### src/verilog/boot_guard_defines.vh
// Purpose: Shared constants of the boot flash section guard
// Assumes: Word-addressed flash, 8-bit register port
// Notes:   Included by bare name, definitions only
`ifndef BOOT_GUARD_DEFINES_VH
`define BOOT_GUARD_DEFINES_VH

// Register offsets
`define REG_CTRL        4'h0
`define REG_LOCK        4'h1
`define REG_BOOT_START  4'h2

// Control/status field positions
`define CTRL_EN         0
`define CTRL_ERASE      1
`define CTRL_WRITE      2
`define CTRL_LOCKSET    3
`define CTRL_REEN       4
`define CTRL_BUSY       6

// Accepted command patterns in the low five control bits
`define CMD_REEN        5'h11
`define CMD_LOCKSET     5'h09
`define CMD_WRITE       5'h05
`define CMD_ERASE       5'h03
`define CMD_BUFLOAD     5'h01

// Cycles a written command stays armed
`define ARM_CYCLES      3'h4

// Lock field positions and erased value (1 = unprogrammed)
`define LOCK_APP_LO     0
`define LOCK_APP_HI     1
`define LOCK_BOOT_LO    2
`define LOCK_BOOT_HI    3
`define LOCK_RESET      4'hf

// Byte returned by a refused load
`define BLOCKED_BYTE    8'hff

// Boot section sizes in words per fuse code
`define BOOT_WORDS_00   15'h1000
`define BOOT_WORDS_01   15'h0800
`define BOOT_WORDS_10   15'h0400
`define BOOT_WORDS_11   15'h0200

// First word of the stalling section
`define STALL_START     15'h7000

`endif

### src/verilog/boot_flash_section_guard.v
// Purpose: Section access and protection for flash self-programming
// Assumes: Core gives one-cycle store/load requests; flash macro pulses done
// Notes:   Lock store reset models the erased state only
//
// Summary of operation
// - Store from application section is ignored, nothing programmed.
// - Store from boot section may program any flash page, boot included.
// - Boot section boundary follows the boot size fuse input.
// - Concurrent-section operation keeps core running, stalling section readable.
// - Stalling-section operation halts core and refuses flash reads until done.
// - Boot section always lies inside the stalling section.
// - Busy flag reads one while concurrent-section reads are blocked.
// - Lock bits only programmed by software or programmer; chip erase restores.
// - General write lock never blocks self-programming writes.
// - General read/write lock never restricts program-memory loads or stores.
// - Application lock mode 1 leaves application section unrestricted.
// - Application lock modes 2 and 3 block stores into application section.
// - Application lock modes 3 and 4 deny boot-code loads of application.
// - Those modes with boot vectors suppress interrupts in application code.
// - Boot lock modes 2 and 3 block stores into boot section.
// - Boot lock modes 3 and 4 deny application-code loads of boot section.
// - Busy flag set when concurrent-section erase or write starts.
// - Busy cleared by re-enable store after completion, or page load.
//
// Decided for this implementation: the strobed register port and the address map.
`timescale 1ns/1ps
`default_nettype none
`include "boot_guard_defines.vh"

module boot_flash_section_guard #(
  parameter AW = 15
) (
  input  wire          mclk,
  input  wire          rst_b,
  input  wire [3:0]    reg_addr,
  input  wire [7:0]    reg_wdata,
  input  wire          reg_wr,
  input  wire          reg_rd,
  output reg  [7:0]    reg_rdata,
  input  wire [AW-1:0] exec_addr,
  input  wire          store_req,
  input  wire [AW-1:0] store_addr,
  input  wire [15:0]   store_data,
  input  wire          load_req,
  input  wire [AW:0]   load_addr,
  output reg  [7:0]    load_data,
  output reg           load_done,
  output reg           load_denied,
  input  wire [1:0]    boot_size_fuses,
  input  wire          ivec_in_boot,
  input  wire          chip_erase,
  input  wire          prog_lock_wr,
  input  wire [3:0]    prog_lock_data,
  input  wire          flash_done,
  input  wire [15:0]   flash_rdata,
  output reg           flash_erase,
  output reg           flash_write,
  output reg           flash_buf_load,
  output reg  [AW-1:0] flash_addr,
  output reg  [15:0]   flash_wdata,
  output reg           flash_rd,
  output reg  [AW-1:0] flash_rd_addr,
  output reg           cpu_halt,
  output reg           irq_suppress,
  output reg           section_busy_flag
);

  ////////////////////////////////////////////////////////////////////////////
  // State
  reg  [4:0]    ctrl_ff;
  reg  [2:0]    arm_cnt_ff;
  reg  [3:0]    lock_ff;
  reg           busy_ff;
  reg           op_active_ff;
  reg           op_stall_ff;
  reg           ld_pend_ff;
  reg           ld_deny_ff;
  reg           ld_hi_ff;

  reg  [4:0]    nxt_ctrl;
  reg  [2:0]    nxt_arm_cnt;
  reg  [3:0]    nxt_lock;
  reg           nxt_busy;
  reg           nxt_op_active;
  reg           nxt_op_stall;
  reg           nxt_erase;
  reg           nxt_write;
  reg           nxt_buf_load;
  reg  [AW-1:0] nxt_flash_addr;
  reg  [15:0]   nxt_flash_wdata;
  reg  [7:0]    nxt_rdata;
  reg           nxt_ld_deny;

  ////////////////////////////////////////////////////////////////////////////
  // Section boundaries
  reg  [AW-1:0] boot_words;
  wire [AW-1:0] raw_boot_start;
  wire [AW-1:0] boot_start;
  wire [AW-1:0] stall_start;

  always @* begin
    case (boot_size_fuses)
      2'b00:   boot_words = `BOOT_WORDS_00;
      2'b01:   boot_words = `BOOT_WORDS_01;
      2'b10:   boot_words = `BOOT_WORDS_10;
      default: boot_words = `BOOT_WORDS_11;
    endcase
  end

  assign stall_start    = `STALL_START;
  assign raw_boot_start = {AW{1'b0}} - boot_words;
  assign boot_start     = (raw_boot_start < stall_start) ? stall_start : raw_boot_start;

  wire exec_boot;
  wire st_boot;
  wire st_stall;
  wire ld_boot;
  wire ld_stall;

  section_decode #(.AW(AW)) u_exec_dec (
    .addr        (exec_addr),
    .boot_start  (boot_start),
    .stall_start (stall_start),
    .in_boot     (exec_boot),
    // Execution side needs only the boot test
    .in_stall    ()
  );

  section_decode #(.AW(AW)) u_store_dec (
    .addr        (store_addr),
    .boot_start  (boot_start),
    .stall_start (stall_start),
    .in_boot     (st_boot),
    .in_stall    (st_stall)
  );

  section_decode #(.AW(AW)) u_load_dec (
    .addr        (load_addr[AW:1]),
    .boot_start  (boot_start),
    .stall_start (stall_start),
    .in_boot     (ld_boot),
    .in_stall    (ld_stall)
  );

  ////////////////////////////////////////////////////////////////////////////
  // Protection decode
  wire app_wr_lock  = ~lock_ff[`LOCK_APP_LO];
  wire app_rd_lock  = ~lock_ff[`LOCK_APP_HI];
  wire boot_wr_lock = ~lock_ff[`LOCK_BOOT_LO];
  wire boot_rd_lock = ~lock_ff[`LOCK_BOOT_HI];

  wire st_locked = st_boot ? boot_wr_lock : app_wr_lock;

  wire armed      = (arm_cnt_ff != 3'h0);
  wire cmd_write  = (ctrl_ff == `CMD_WRITE);
  wire cmd_erase  = (ctrl_ff == `CMD_ERASE);
  wire cmd_buf    = (ctrl_ff == `CMD_BUFLOAD);
  wire cmd_lock   = (ctrl_ff == `CMD_LOCKSET);
  wire cmd_reen   = (ctrl_ff == `CMD_REEN);

  wire store_take = store_req & exec_boot & armed & ~op_active_ff;

  wire ld_lock_deny = (exec_boot & ~ld_boot & app_rd_lock) |
                      (~exec_boot & ld_boot & boot_rd_lock);
  wire ld_busy_deny = busy_ff & ~ld_stall;
  wire ld_halt_deny = op_active_ff & op_stall_ff;

  ////////////////////////////////////////////////////////////////////////////
  // Command, lock and busy sequencing
  always @* begin
    nxt_ctrl        = ctrl_ff;
    nxt_arm_cnt     = arm_cnt_ff;
    nxt_lock        = lock_ff;
    nxt_busy        = busy_ff;
    nxt_op_active   = op_active_ff;
    nxt_op_stall    = op_stall_ff;
    nxt_erase       = 1'b0;
    nxt_write       = 1'b0;
    nxt_buf_load    = 1'b0;
    nxt_flash_addr  = flash_addr;
    nxt_flash_wdata = flash_wdata;

    if (op_active_ff) begin
      // Enable stays high until the macro reports completion
      if (flash_done) begin
        nxt_op_active = 1'b0;
        nxt_op_stall  = 1'b0;
        nxt_ctrl      = 5'h00;
        nxt_arm_cnt   = 3'h0;
      end
    end else if (store_take) begin
      nxt_ctrl    = 5'h00;
      nxt_arm_cnt = 3'h0;
      if (cmd_erase | cmd_write) begin
        if (!st_locked) begin
          nxt_erase      = cmd_erase;
          nxt_write      = cmd_write;
          nxt_flash_addr = store_addr;
          nxt_op_active  = 1'b1;
          nxt_op_stall   = st_stall;
          nxt_ctrl       = ctrl_ff;
          if (!st_stall) begin
            nxt_busy = 1'b1;
          end
        end
      end else if (cmd_buf) begin
        nxt_buf_load    = 1'b1;
        nxt_flash_addr  = store_addr;
        nxt_flash_wdata = store_data;
        nxt_busy        = 1'b0;
      end else if (cmd_lock) begin
        nxt_lock = lock_ff & store_data[3:0];
      end else if (cmd_reen) begin
        nxt_busy = 1'b0;
      end
    end else if (reg_wr && (reg_addr == `REG_CTRL)) begin
      case (reg_wdata[4:0])
        `CMD_REEN, `CMD_LOCKSET, `CMD_WRITE, `CMD_ERASE, `CMD_BUFLOAD: begin
          nxt_ctrl    = reg_wdata[4:0];
          nxt_arm_cnt = `ARM_CYCLES;
        end
        default: begin
          nxt_ctrl    = ctrl_ff;
          nxt_arm_cnt = arm_cnt_ff;
        end
      endcase
    end else if (armed) begin
      nxt_arm_cnt = arm_cnt_ff - 3'h1;
      if (arm_cnt_ff == 3'h1) begin
        nxt_ctrl = 5'h00;
      end
    end

    if (prog_lock_wr) begin
      nxt_lock = nxt_lock & prog_lock_data;
    end
    if (chip_erase) begin
      nxt_lock = `LOCK_RESET;
    end
  end

  ////////////////////////////////////////////////////////////////////////////
  // Register read mux
  always @* begin
    nxt_rdata = 8'h00;
    if (reg_rd) begin
      case (reg_addr)
        `REG_CTRL:       nxt_rdata = {1'b0, busy_ff, 1'b0, ctrl_ff};
        `REG_LOCK:       nxt_rdata = {4'h0, lock_ff};
        `REG_BOOT_START: nxt_rdata = boot_start[AW-1:AW-8];
        default:         nxt_rdata = 8'h00;
      endcase
    end
  end

  always @* begin
    nxt_ld_deny = ld_lock_deny | ld_busy_deny | ld_halt_deny;
  end

  ////////////////////////////////////////////////////////////////////////////
  // Flops
  always @(posedge mclk) begin
    if (!rst_b) begin
      ctrl_ff           <= 5'h00;
      arm_cnt_ff        <= 3'h0;
      lock_ff           <= `LOCK_RESET;
      busy_ff           <= 1'b0;
      op_active_ff      <= 1'b0;
      op_stall_ff       <= 1'b0;
      flash_erase       <= 1'b0;
      flash_write       <= 1'b0;
      flash_buf_load    <= 1'b0;
      flash_addr        <= {AW{1'b0}};
      flash_wdata       <= 16'h0000;
      reg_rdata         <= 8'h00;
      cpu_halt          <= 1'b0;
      irq_suppress      <= 1'b0;
      section_busy_flag <= 1'b0;
    end else begin
      ctrl_ff           <= nxt_ctrl;
      arm_cnt_ff        <= nxt_arm_cnt;
      lock_ff           <= nxt_lock;
      busy_ff           <= nxt_busy;
      op_active_ff      <= nxt_op_active;
      op_stall_ff       <= nxt_op_stall;
      flash_erase       <= nxt_erase;
      flash_write       <= nxt_write;
      flash_buf_load    <= nxt_buf_load;
      flash_addr        <= nxt_flash_addr;
      flash_wdata       <= nxt_flash_wdata;
      reg_rdata         <= nxt_rdata;
      cpu_halt          <= nxt_op_active & nxt_op_stall;
      irq_suppress      <= (app_rd_lock & ivec_in_boot & ~exec_boot) |
                           (boot_rd_lock & ~ivec_in_boot & exec_boot);
      section_busy_flag <= nxt_busy;
    end
  end

  ////////////////////////////////////////////////////////////////////////////
  // Load path: request, flash read, answer
  always @(posedge mclk) begin
    if (!rst_b) begin
      ld_pend_ff    <= 1'b0;
      ld_deny_ff    <= 1'b0;
      ld_hi_ff      <= 1'b0;
      flash_rd      <= 1'b0;
      flash_rd_addr <= {AW{1'b0}};
      load_done     <= 1'b0;
      load_denied   <= 1'b0;
      load_data     <= 8'h00;
    end else begin
      ld_pend_ff  <= load_req;
      ld_deny_ff  <= nxt_ld_deny;
      ld_hi_ff    <= load_addr[0];
      flash_rd    <= load_req & ~nxt_ld_deny;
      if (load_req) begin
        flash_rd_addr <= load_addr[AW:1];
      end
      load_done   <= ld_pend_ff;
      load_denied <= ld_pend_ff & ld_deny_ff;
      if (ld_pend_ff) begin
        if (ld_deny_ff) begin
          load_data <= `BLOCKED_BYTE;
        end else if (ld_hi_ff) begin
          load_data <= flash_rdata[15:8];
        end else begin
          load_data <= flash_rdata[7:0];
        end
      end
    end
  end

endmodule // boot_flash_section_guard

`default_nettype wire

### src/verilog/section_decode.v
// Purpose: Classify a flash word address into boot and stalling sections
// Assumes: Boot start and stalling start given as word addresses
// Notes:   Pure combinational helper
`timescale 1ns/1ps
`default_nettype none

module section_decode #(
  parameter AW = 15
) (
  input  wire [AW-1:0] addr,
  input  wire [AW-1:0] boot_start,
  input  wire [AW-1:0] stall_start,
  output wire          in_boot,
  output wire          in_stall
);

  assign in_boot  = (addr >= boot_start);
  assign in_stall = (addr >= stall_start);

endmodule // section_decode

`default_nettype wire
### config.mk
export PLATFORM = sky130hd
export DESIGN_NAME = boot_flash_section_guard
export DESIGN_NICKNAME = d
export VERILOG_FILES = /design/src/verilog/boot_flash_section_guard.v /design/src/verilog/section_decode.v
export VERILOG_INCLUDE_DIRS = /design/src /design/src/verilog
export SDC_FILE = /design/constraint.sdc
export NUM_CORES = 1
export LEC_CHECK = 0
export BUFFER_PORTS_ARGS = -buffer_cell sky130_fd_sc_hd__buf_2
export CAP_MARGIN = 20
export CORE_UTILIZATION = 51
export DETAILED_ROUTE_END_ITERATION = 10
export PLACE_DENSITY = 0.95
export SETUP_SLACK_MARGIN = 0.15
export SYNTH_ARGS = -nofsm -noshare
export SYNTH_HDL_FRONTEND = slang
export SYNTH_SLANG_ARGS = --single-unit
### constraint.sdc
create_clock -name mclk -period 5.2 [get_ports mclk]
set_clock_uncertainty 0.2 [all_clocks]
set_input_delay 0 -clock mclk [delete_from_list [all_inputs] [get_ports mclk]]
set_output_delay 0 -clock mclk [all_outputs]
set_load 0.05 [all_outputs]
# Word level (Yosys, flattened, before mapping)
# Index checks and enable logic that the tools add are counted.
# totals
register_bits,88
# classes
n_reduce_logical,18
eq_ne,21
add_sub_neg,2
n_bitwise,36
mux,47
n_lt_le_gt_ge,6
# ops
operator,count
15-bit 2-to-1 mux,4
15-bit >= comparator,3
5-bit 2-to-1 mux,9
13-bit case mux with 3 select lines,1
15-bit >= comparator (second input constant),2
4-bit 2-to-1 mux,6
8-bit case mux with 3 select lines,1
1-bit 2-to-1 mux,18
3-bit 2-to-1 mux,6
1-bit AND,16
8-bit 2-to-1 mux,2
15-bit less-than comparator (second input constant),1
1-bit by 15-bit subtractor with 15-bit output (first input constant),1
1-bit inverter,13
5-bit by 1-bit equality test with 1-bit output (second input constant),2
5-bit by 2-bit equality test with 1-bit output (second input constant),2
5-bit by 3-bit equality test with 1-bit output (second input constant),2
5-bit by 4-bit equality test with 1-bit output (second input constant),2
5-bit equality test (second input constant),2
5-bit OR reduction,2
4-bit AND,2
4-bit AND reduction,2
4-bit nonzero test,2
2-bit != test (second input constant),3
other kinds (21),26

# Longest topological paths before layout
# Gate-level depths: netlist of the first run.
# logic_depth
depth_word,14
depth_mapped,10
mapped_depth_nobuf,8

# By module
# A second synthesis of the first run with hierarchy kept.
# unflattened
hier_cells,689
area_unflattened_um2,5908.2
# by_module_without_submodules
mod,seq_area_each_um2,cells_per_inst,area_per_inst_um2,instances
boot_flash_section_guard,1761.7,371,3734.8,1
section_decode,0.0,106,724.4,3

# Worst setup path before layout of the first run
# No wires, ideal clock.
# synth_timing
path_kind,input port to flip-flop
startpoint,input boot_size_fuses[1]
endpoint,register ctrl_ff[0]
path_stages,9
n_path_buf,1
t_required_ns,4.928
slack_ns,2.689
arrival_ns,2.239
path_cell_list,nor2_1 -> ha_1 -> a21oi_1 -> a21oi_1 -> or4b_2 -> a2111o_1 -> buf_2 -> nand3_2 -> mux2i_1
# synth_between
elab_chain_cells,11
# synth_lines
element,line,text
start: declaration,boot_flash_section_guard.v:49,"input wire [1:0] boot_size_fuses,"
"2-bit equality test, or another cell as far along",boot_flash_section_guard.v:102,case (boot_size_fuses)
13-bit case mux with 3 select lines (*),boot_flash_section_guard.v:102,
1-bit by 15-bit subtractor with 15-bit output (*),boot_flash_section_guard.v:111,assign raw_boot_start = {AW{1'b0}} - boot_words;
15-bit less-than comparator,boot_flash_section_guard.v:112,assign boot_start = (raw_boot_start < stall_start) ? stall_start : raw_boot_start;
15-bit 2-to-1 mux (*),boot_flash_section_guard.v:112,
15-bit >= comparator,section_decode.v:17,assign in_boot = (addr >= boot_start);
1-bit AND (3 in series),boot_flash_section_guard.v:161,wire store_take = store_req & exec_boot & armed & ~op_active_ff;
"4-bit by 3-bit != test with 1-bit output (no source line), or another cell as far along",--,
5-bit AND reduction (no source line) or 5-bit 2-to-1 mux (tied branches),--,
end signal: assignment,boot_flash_section_guard.v:280,ctrl_ff <= nxt_ctrl;
end: declaration,boot_flash_section_guard.v:70,reg [4:0] ctrl_ff;
# Every way passes the cells marked *; elsewhere a longest branch is shown, timed or not.
# A chain may end at the register's enable or synchronous reset.

# Worst setup path after layout of the first run
# layout_timing
startpoint,input boot_size_fuses[1]
endpoint,register ctrl_ff[1]
# Same word-level chain as after synthesis.

==> summary by stage, run 1 <==
GRT
The total overflow left after global routing is 0. The met1 usage is 0.403. The maximum number of pins on one net before global-route repair is 65. The first global-routing pass estimated 23500 um of wire. The most crowded layer after global routing is met2. The number of global-route vias before repair was 4745.

The met3 routing resource usage after global routing is 0.0960. The number of antenna violations at the first check in global routing was 1. In the global route stage, overall resource usage came out at 0.400. For this run, global-route usage on met2 was measured as 0.712.

Die
The initial standard-cell utilization of the core is 0.534. The die is 89.6 um wide. The total area inside the core boundary comes to 7330 um^2. In this run the core area contains 31 standard-cell rows. 177 I/O pins were placed. The vertical extent of the die is 89.6 um. The area of the die is 8030 um^2.

Power
Summed over all nets, the switching power comes to 498 uW. The share of total power dissipated in combinational logic is 0.255. The analysis attributes to cell leakage a power of 0.00282 uW. The share of total power in sequential cells is 0.462. The internal power of the cells totals 1050 uW. The share of total power consumed by net switching is 0.322. For this design the ratio of total power to cell area is 252 nW/um^2.

The fraction of power consumed by the clock network is 0.283. The maximum resistive drop on vdd is 0.236 mV.

Setup path
The maximum cell stage delay along the critical path is 0.72 ns. The kind of start point of the critical path is a primary input. In this run the worst path has a maximum fanout of 21. The number of cells on the worst reg-to-reg path is 8. The slowest library cell on the worst path is a2111o_1. The slack of the worst reg-to-reg path is 1.84 ns. The critical path required time is 5.30 ns. The category of the most critical setup path is in2reg.

Traced cell by cell, the critical path runs through dlygate4sd3_1 -> buf_2 -> nor2_1 -> ha_1 -> a21oi_1 -> a21oi_1 -> or4b_2 -> a2111o_1 -> nand3_2 -> mux2i_1 -> dlygate4sd3_1. The worst setup path is captured at a flip-flop. The arrival time of the worst setup path is 4.05 ns.

Finish
With fillers left out, the area of the finished cells amounts to 6150 um^2. Compared with the post-synthesis result, the final layout area differs by 56.9%. Counting the fill cells in the layout gives 377. Summing all multi-input logic gate instances after layout gives 2020 um^2. The final cell count without fillers is 815. The total inserted antenna cells is 0. Registers take 1760 um^2. The fraction of layout instances using a drive strength above 1 is 0.316.

Once layout is complete, the utilization of the core stands at 0.838. In the final design database the tool counted 832 nets.

Clocking
The clock tree root driver cell is clkbuf_8. The count of cells resized by post-cts repair is 0. The number of clock sinks is 88. Clock latency on the worst-skew pair, taken at its later pin, is 0.36 ns. The clock-pin transition on the worst setup and hold timing paths is 0.09 ns.

The clock passes through at most 2 buffers. The H-tree level count is 3. The CTS tree is built.

The number of buffers added by the clock tree synthesis step is 9.

Timing
Setup repair after global routing left no endpoint under its margin. The number of pins exceeding their max-slew limit in the final report was 0. The final-report hold violation count is 0. After layout, the minimum clock period comes to 3.94 ns.

The worst pin sits at a relative slew slack of 0.299. In the finished design, the share of the clock period the worst path needs comes to 0.759. The final total negative setup slack is 0 ns. For the pin with the worst max-slew slack, the measured transition is 1.05 ns. The final count of negative-setup-slack endpoints is 0. For this run, the top clock speed supported by timing is 254 MHz.

Placed design
Summed over all nets, the half-perimeter wirelength after detailed placement is 7960 um. The cell area after placement is 4830 um^2. The count of buffers from port buffering is 173. The weighted congestion reported at the end of routability-driven placement is 0.850. The number of instances in the placed design is 686.

Logic synthesis
The synthesized netlist occupies a cell area of 3920 um^2. The top flip-flop cell by instance count after synthesis is dfxtp_1. By count the netlist is led by dfxtp_1, nand2_1, nor2_1, a21oi_1, mux2i_1. The number of distinct library cell variants in the gate-level netlist after synthesis is 59. The sequential cell area fraction in the yosys report is 0.450. The synthesized design spends more area on one cell type than any other, namely dfxtp_1. The total number of yosys warnings is 0. Of the post-synthesis cell area, the dominant cell type holds 0.450. Counting flops with an async set or reset pin after synthesis yields a share of 0.

The cell with the most instances after synthesis is dfxtp_1. In the post-synthesis netlist, the biggest area contributors are dfxtp_1, mux2i_1, nand2_1. The number of synthesized flops with an enable pin is 0.

The mean cell area of the mapped netlist is 9.02 um^2. The cell count after synthesis is 434. Counting flops and latches in the post-synthesis netlist gives 88.

Job
The tool flagged a number of max-cap violations equal to 0.

Outcome
The flow ran to the end, and the final reports show no timing, DRC or antenna violations.

Detailed routing
Summed over all layers, the routed wires come to 15600 um. The final antenna-violating net count is 0. The detailed router's first-iteration violation count is 417. The remaining routing DRC violations is 0. Summing over every cut layer, the via total after detailed routing is 4755. Before antenna repair, the detailed router went through 5 iterations. Dividing the detail-routed via count by the number of cells gives 5.83. After detailed routing, the average wire length per cell comes to 19.2 um.

Hold path
The min-delay analysis places its worst path in the category in2reg. The instance count along the most critical hold path is 6.
[flip-flops by register name (all words and copies together), names as in the netlist, 3 cells and up]
name           count
arm_cnt_ff         3
flash_wdata       16
flash_rd_addr     15
ctrl_ff            5
flash_addr        15
lock_ff            4
reg_rdata          8
load_data          8
[cell usage in the layout, fill, tap and decap left out, drive strengths merged, types with 3 or more instances in the layout]
cell type / instances
a31oi: 4
nor4: 5
nand2b: 4
conb: 3
o22ai: 8
mux2: 10
buf: 176
o221ai: 4
nor2: 41
clkinvlp: 3
dlygate4sd3: 112
mux2i: 24
ha: 15
nor3: 10
dfxtp: 88
nand3: 25
inv: 12
clkbuf: 10
nor4b: 3
and3: 3
nand2: 55
o21ai: 20
or3: 6
a21oi: 40
[critical path: cells and delay by family]
family,cells,cell delay (ns)
AND/OR/NAND/NOR,3,1.28
buffers and inverters,3,1.25
AO/OA/AOI/OAI,3,0.95
adder cells (fa/ha/maj),1,0.33
multiplexers,1,0.22
[metal layers]
layer | share of wire | wire, um | vias to the layer above
li1 | - | - | 2103
met1 | 0.33 | 5220 | 2178
met2 | 0.50 | 7860 | 345
met3 | 0.080 | 1250 | 127
met4 | 0.083 | 1310 | 2
met5 | 0.00058 | 9 | -
[worst paths after layout]
path,startpoint,to
min,store_req,arm_cnt_ff[2]$_SDFFE_PN0P_
max reg2reg,arm_cnt_ff[0]$_SDFFE_PN0P_,ctrl_ff[1]$_SDFFE_PN0P_
min reg2reg,flash_wdata[14]$_SDFFE_PN0P_,flash_wdata[14]$_SDFFE_PN0P_
max,boot_size_fuses[1],ctrl_ff[1]$_SDFFE_PN0P_
[power groups by stage]
stage                     logic, uW  clock network (uW)  registers (uW)
after floorplan                 155                   0             768
after global placement          275                   0             726
after detailed placement        285                   0             727
after CTS                       357                 429             712
after global routing            417                 464             717
final                           395                 438             715
[cell type report]
class	count	share of cell area
sequential	88	0.287
clock buffer	10	0.0208
timing repair buffer	288	0.329
clock inverter	6	0.00733
tap	99	0.0202
inverter	11	0.00672
multi-input combinational	313	0.329
[cells by family after synthesis]
| kind of cell | after synthesis | synth area share |
|---|---|---|
| AOI/OAI and AO/OA | 92 | 0.158 |
| xor gates and xnor gates | 1 | 0.00224 |
| buffers and inverters | 35 | 0.0367 |
| and+or+nand+nor | 167 | 0.212 |
| other | 1 | 0.000958 |
| muxes | 34 | 0.0901 |
| DFF | 88 | 0.450 |
| adders and majority gates | 16 | 0.0505 |
[stage by stage]
stage          total power, uW  hold WS, ns  setup WS [ns]
2_1_floorplan              923      -0.0795           2.69
3_3_place_gp              1000       0.0109           1.92
3_5_place_dp              1010      0.00811           1.95
4_1_cts                   1500       0.0392           1.32
5_1_grt                   1600       0.0927           1.07
6_report                  1550        0.101           1.26
[timing repair]
item                      4_1_cts  5_1_grt
hold endpoints to repair       87        0
setup buffers                   0        0
hold buffers                  112        0
Note: power is estimated with default switching activity, not from simulation.
==> inputs of run 2 (changes only) <==
- CORE_UTILIZATION: 51 -> 47
- PLACE_DENSITY: 0.95 -> 0.9
- clock period: 5.2 -> 3.8 ns (I/O delays scaled with it)
==> run 2 against run 1 <==
Compared with the run above:
- via count shrank 2.4%
- cell count rose by 0.61%
- sequential cell count unchanged
- die area increased by 8.3%
- clock power rose by 47%
- highest routed layer is now met4
==> summary by stage, run 2 (same netlist as run 1, synthesis figures left out) <==
Timing
The headroom to the max-slew limit is 0.535. The final-report hold violation count is 0. The number of pins exceeding their max-slew limit in the final report is 0. For this run, the top clock speed supported by timing is 292 MHz.

The worst hold margin is 0.0475 ns. Setup violations remaining at the end of the flow were counted as 0. Setup repair after global routing left no endpoint under its margin. The final total negative setup slack is 0 ns. The minimum clock period is 3.42 ns.

The transition time of the tightest slew-check pin is 0.698 ns. The final worst-path cycle share is 0.901.

Clocking
The later pin in the worst-skew pair is clocked with a latency of 0.36 ns. TritonCTS built the clock tree. The clock-pin transition on the worst setup and hold timing paths is 0.09 ns. The H-tree was split into 3 levels.

The number of clock sinks is 88. In this run the deepest clock path goes through 2 buffers. Clock tree synthesis inserted a total of 9 buffers. The root buffer cell chosen for the clock tree is clkbuf_8.

Setup path
The arrival time of the worst setup path is 3.52 ns. In this run the worst path has a maximum fanout of 5. The critical path depth in cells is 10. The cell that appears most often on the critical path is dlygate4sd3_1. For the worst flop-to-flop path, the logic depth is 8.

By startpoint and endpoint, the worst setup path is classified as in2reg. The terminus of the critical flop-to-flop path is lock_ff[0]$_SDFF_PP1_. The critical path contains buffers and inverters numbering 3 combined. The worst register-to-register path begins at arm_cnt_ff[0]$_SDFFE_PN0P_. Setup slack on the worst reg-to-reg path comes out at 0.73 ns. The kind of end point of the critical path is a flip-flop. The maximum cell stage delay along the critical path is 0.71 ns. The critical path goes through dlygate4sd3_1 -> buf_2 -> ha_1 -> o211ai_1 -> a21oi_1 -> or4b_2 -> a2111o_2 -> nand3_2 -> mux2i_1 -> dlygate4sd3_1.

The largest individual stage delay along the critical path comes from the cell or4b_2. The worst setup path is launched from a primary input. The critical path required time is 3.90 ns. The kind of cell adding the most delay to the critical path is buffers and inverters.

Outcome
The flow ran to the end, and the final reports show no timing, DRC or antenna violations.

Hold path
The worst min-delay path endpoint is reg_rdata[3]$_SDFF_PN0_. The worst hold path begins at boot_size_fuses[1]. Counting instances, the worst hold path has a depth of 5. In this run the worst hold path is classified as in2reg.

Detailed routing
Dividing the detail-routed via count by the number of cells gives 5.66. The total via count after detailed routing is 4643. For this block, the routed nets add up to 14600 um of wire. For this run, the detailed router's first-pass iteration total came to 5. Once detail routing completed, the nets flagged for antenna violations numbered 0. The detailed router's first-iteration violation count is 267. For this run, design rule violations remaining after detail routing come to 0. After detailed routing, the average wire length per cell comes to 17.8 um.

Power
For this design the ratio of total power to cell area is 345 nW/um^2. The leakage power of the design is 0.00283 uW. After layout, the design draws a total of 2130 uW. The maximum resistive drop on vdd is 0.225 mV.

Finish
Ranked by flip-flop count, first place goes to flash_wdata. The leading cell type in the layout, fill and taps excluded is buf_2. The final cell count without fillers is 820. The total inserted antenna cells is 0. At the end of the flow the core is filled with cells to 0.783. The largest registers in the layout are flash_wdata (16), flash_addr (15), flash_rd_addr (15). In the layout the commonest cells are buf_2, dlygate4sd3_1, dfxtp_1. The number of flip-flops under the largest register name is 16. In the final design database the tool counted 834 nets. The fraction of layout instances using a drive strength above 1 is 0.320. The area growth from synthesis to layout is 57.8%.

Placed design
The post-DP HPWL is 8250 um. The weighted congestion reported at the end of routability-driven placement is 0.863. The number of placed instances, taps included, is 690.

Port buffering added 173 buffers.

Die
For this configuration, the core starts out at a cell density of 0.497. The number of rows in the core area is 32. In this run the horizontal extent of the chip is 93.3 um. The total area inside the core boundary comes to 7890 um^2. The vertical extent of the die is 93.3 um. Pin placement for this block handled 177 I/O pins.

The area of the die is 8700 um^2.

GRT
The number of antenna violations at the first check in global routing came to 0. The global-route wire length before repair is 22100 um. The all-layer global routing usage is 0.331. The remaining global-route overflow is 0. The number of global-route vias before repair is 4665. The maximum number of pins on one net before global-route repair is 65.

Job
The tool flagged a number of max-cap violations equal to 0.
## run 2: cell types whose count changed in the layout (fill, tap and decap cells not counted)
cell,delta
buf_4,+3
clkinv_2,+2
dlygate4sd3_1,-2
a2111o_2,+1
bufinv_16,+1
clkinv_4,-1
clkinvlp_4,-1
inv_6,-1
## run 2: layout make-up
| cell class | count | area [um^2] |
|---|---|---|
| Tap cell | 102 | 128 |
| Fill cell | 499 | 1710 |
| Inverter | 11 | 41.3 |
| Multi-Input combinational cell | 314 | 2040 |
| Sequential cell | 88 | 1760 |
| Clock buffer | 10 | 128 |
| Clock inverter | 6 | 60.1 |
| Timing Repair Buffer | 289 | 2020 |
## run 2: stage by stage
step           cell area (um^2)  worst slack [ns]
2_1_floorplan              3920              1.29
3_3_place_gp               4840             0.567
3_5_place_dp               4840             0.540
4_1_cts                    6130             0.213
5_1_grt                    6180             0.274
6_report                   6180             0.377
## run 2: worst max-delay path by stage
stage	from	endpoint	slack (ns)
floorplan	boot_size_fuses[1]	ctrl_ff[0]$_SDFFE_PN0P_	1.29
global placement	boot_size_fuses[1]	cpu_halt$_SDFF_PN0_	0.57
detailed placement	boot_size_fuses[1]	cpu_halt$_SDFF_PN0_	0.54
CTS	store_addr[11]	ctrl_ff[1]$_SDFFE_PN0P_	0.21
global route	store_addr[9]	ctrl_ff[0]$_SDFFE_PN0P_	0.27
finish	store_addr[9]	ctrl_ff[0]$_SDFFE_PN0P_	0.38
## run 2: what timing repair did
item,CTS,global route
hold endpoints to repair,87,0
hold buffers,110,0
endpoints found under the setup margin,0,5
setup buffers,0,2
resized for setup,0,1
## run 2: worst register-to-register path: cells and delay by family, from the launching register on
kind,cells,cell delay [ns]
DFF,1,0.36
AOI/OAI and AO/OA,1,0.26
buffers and inverters,2,0.73
adders and majority gates,1,0.21
and+or+nand+nor,4,1.21
## run 2: power breakdown
group	switching, uW	internal (uW)
Sequential	22.7	954
Combinational	272	238
Clock	341	301
## run 2: per-layer routing
metal / GRT usage / part of all wire
met2: 0.607 / 0.51
met5: 0 / 0
met3: 0.0667 / 0.064
met1: 0.332 / 0.37
met4: 0.236 / 0.060
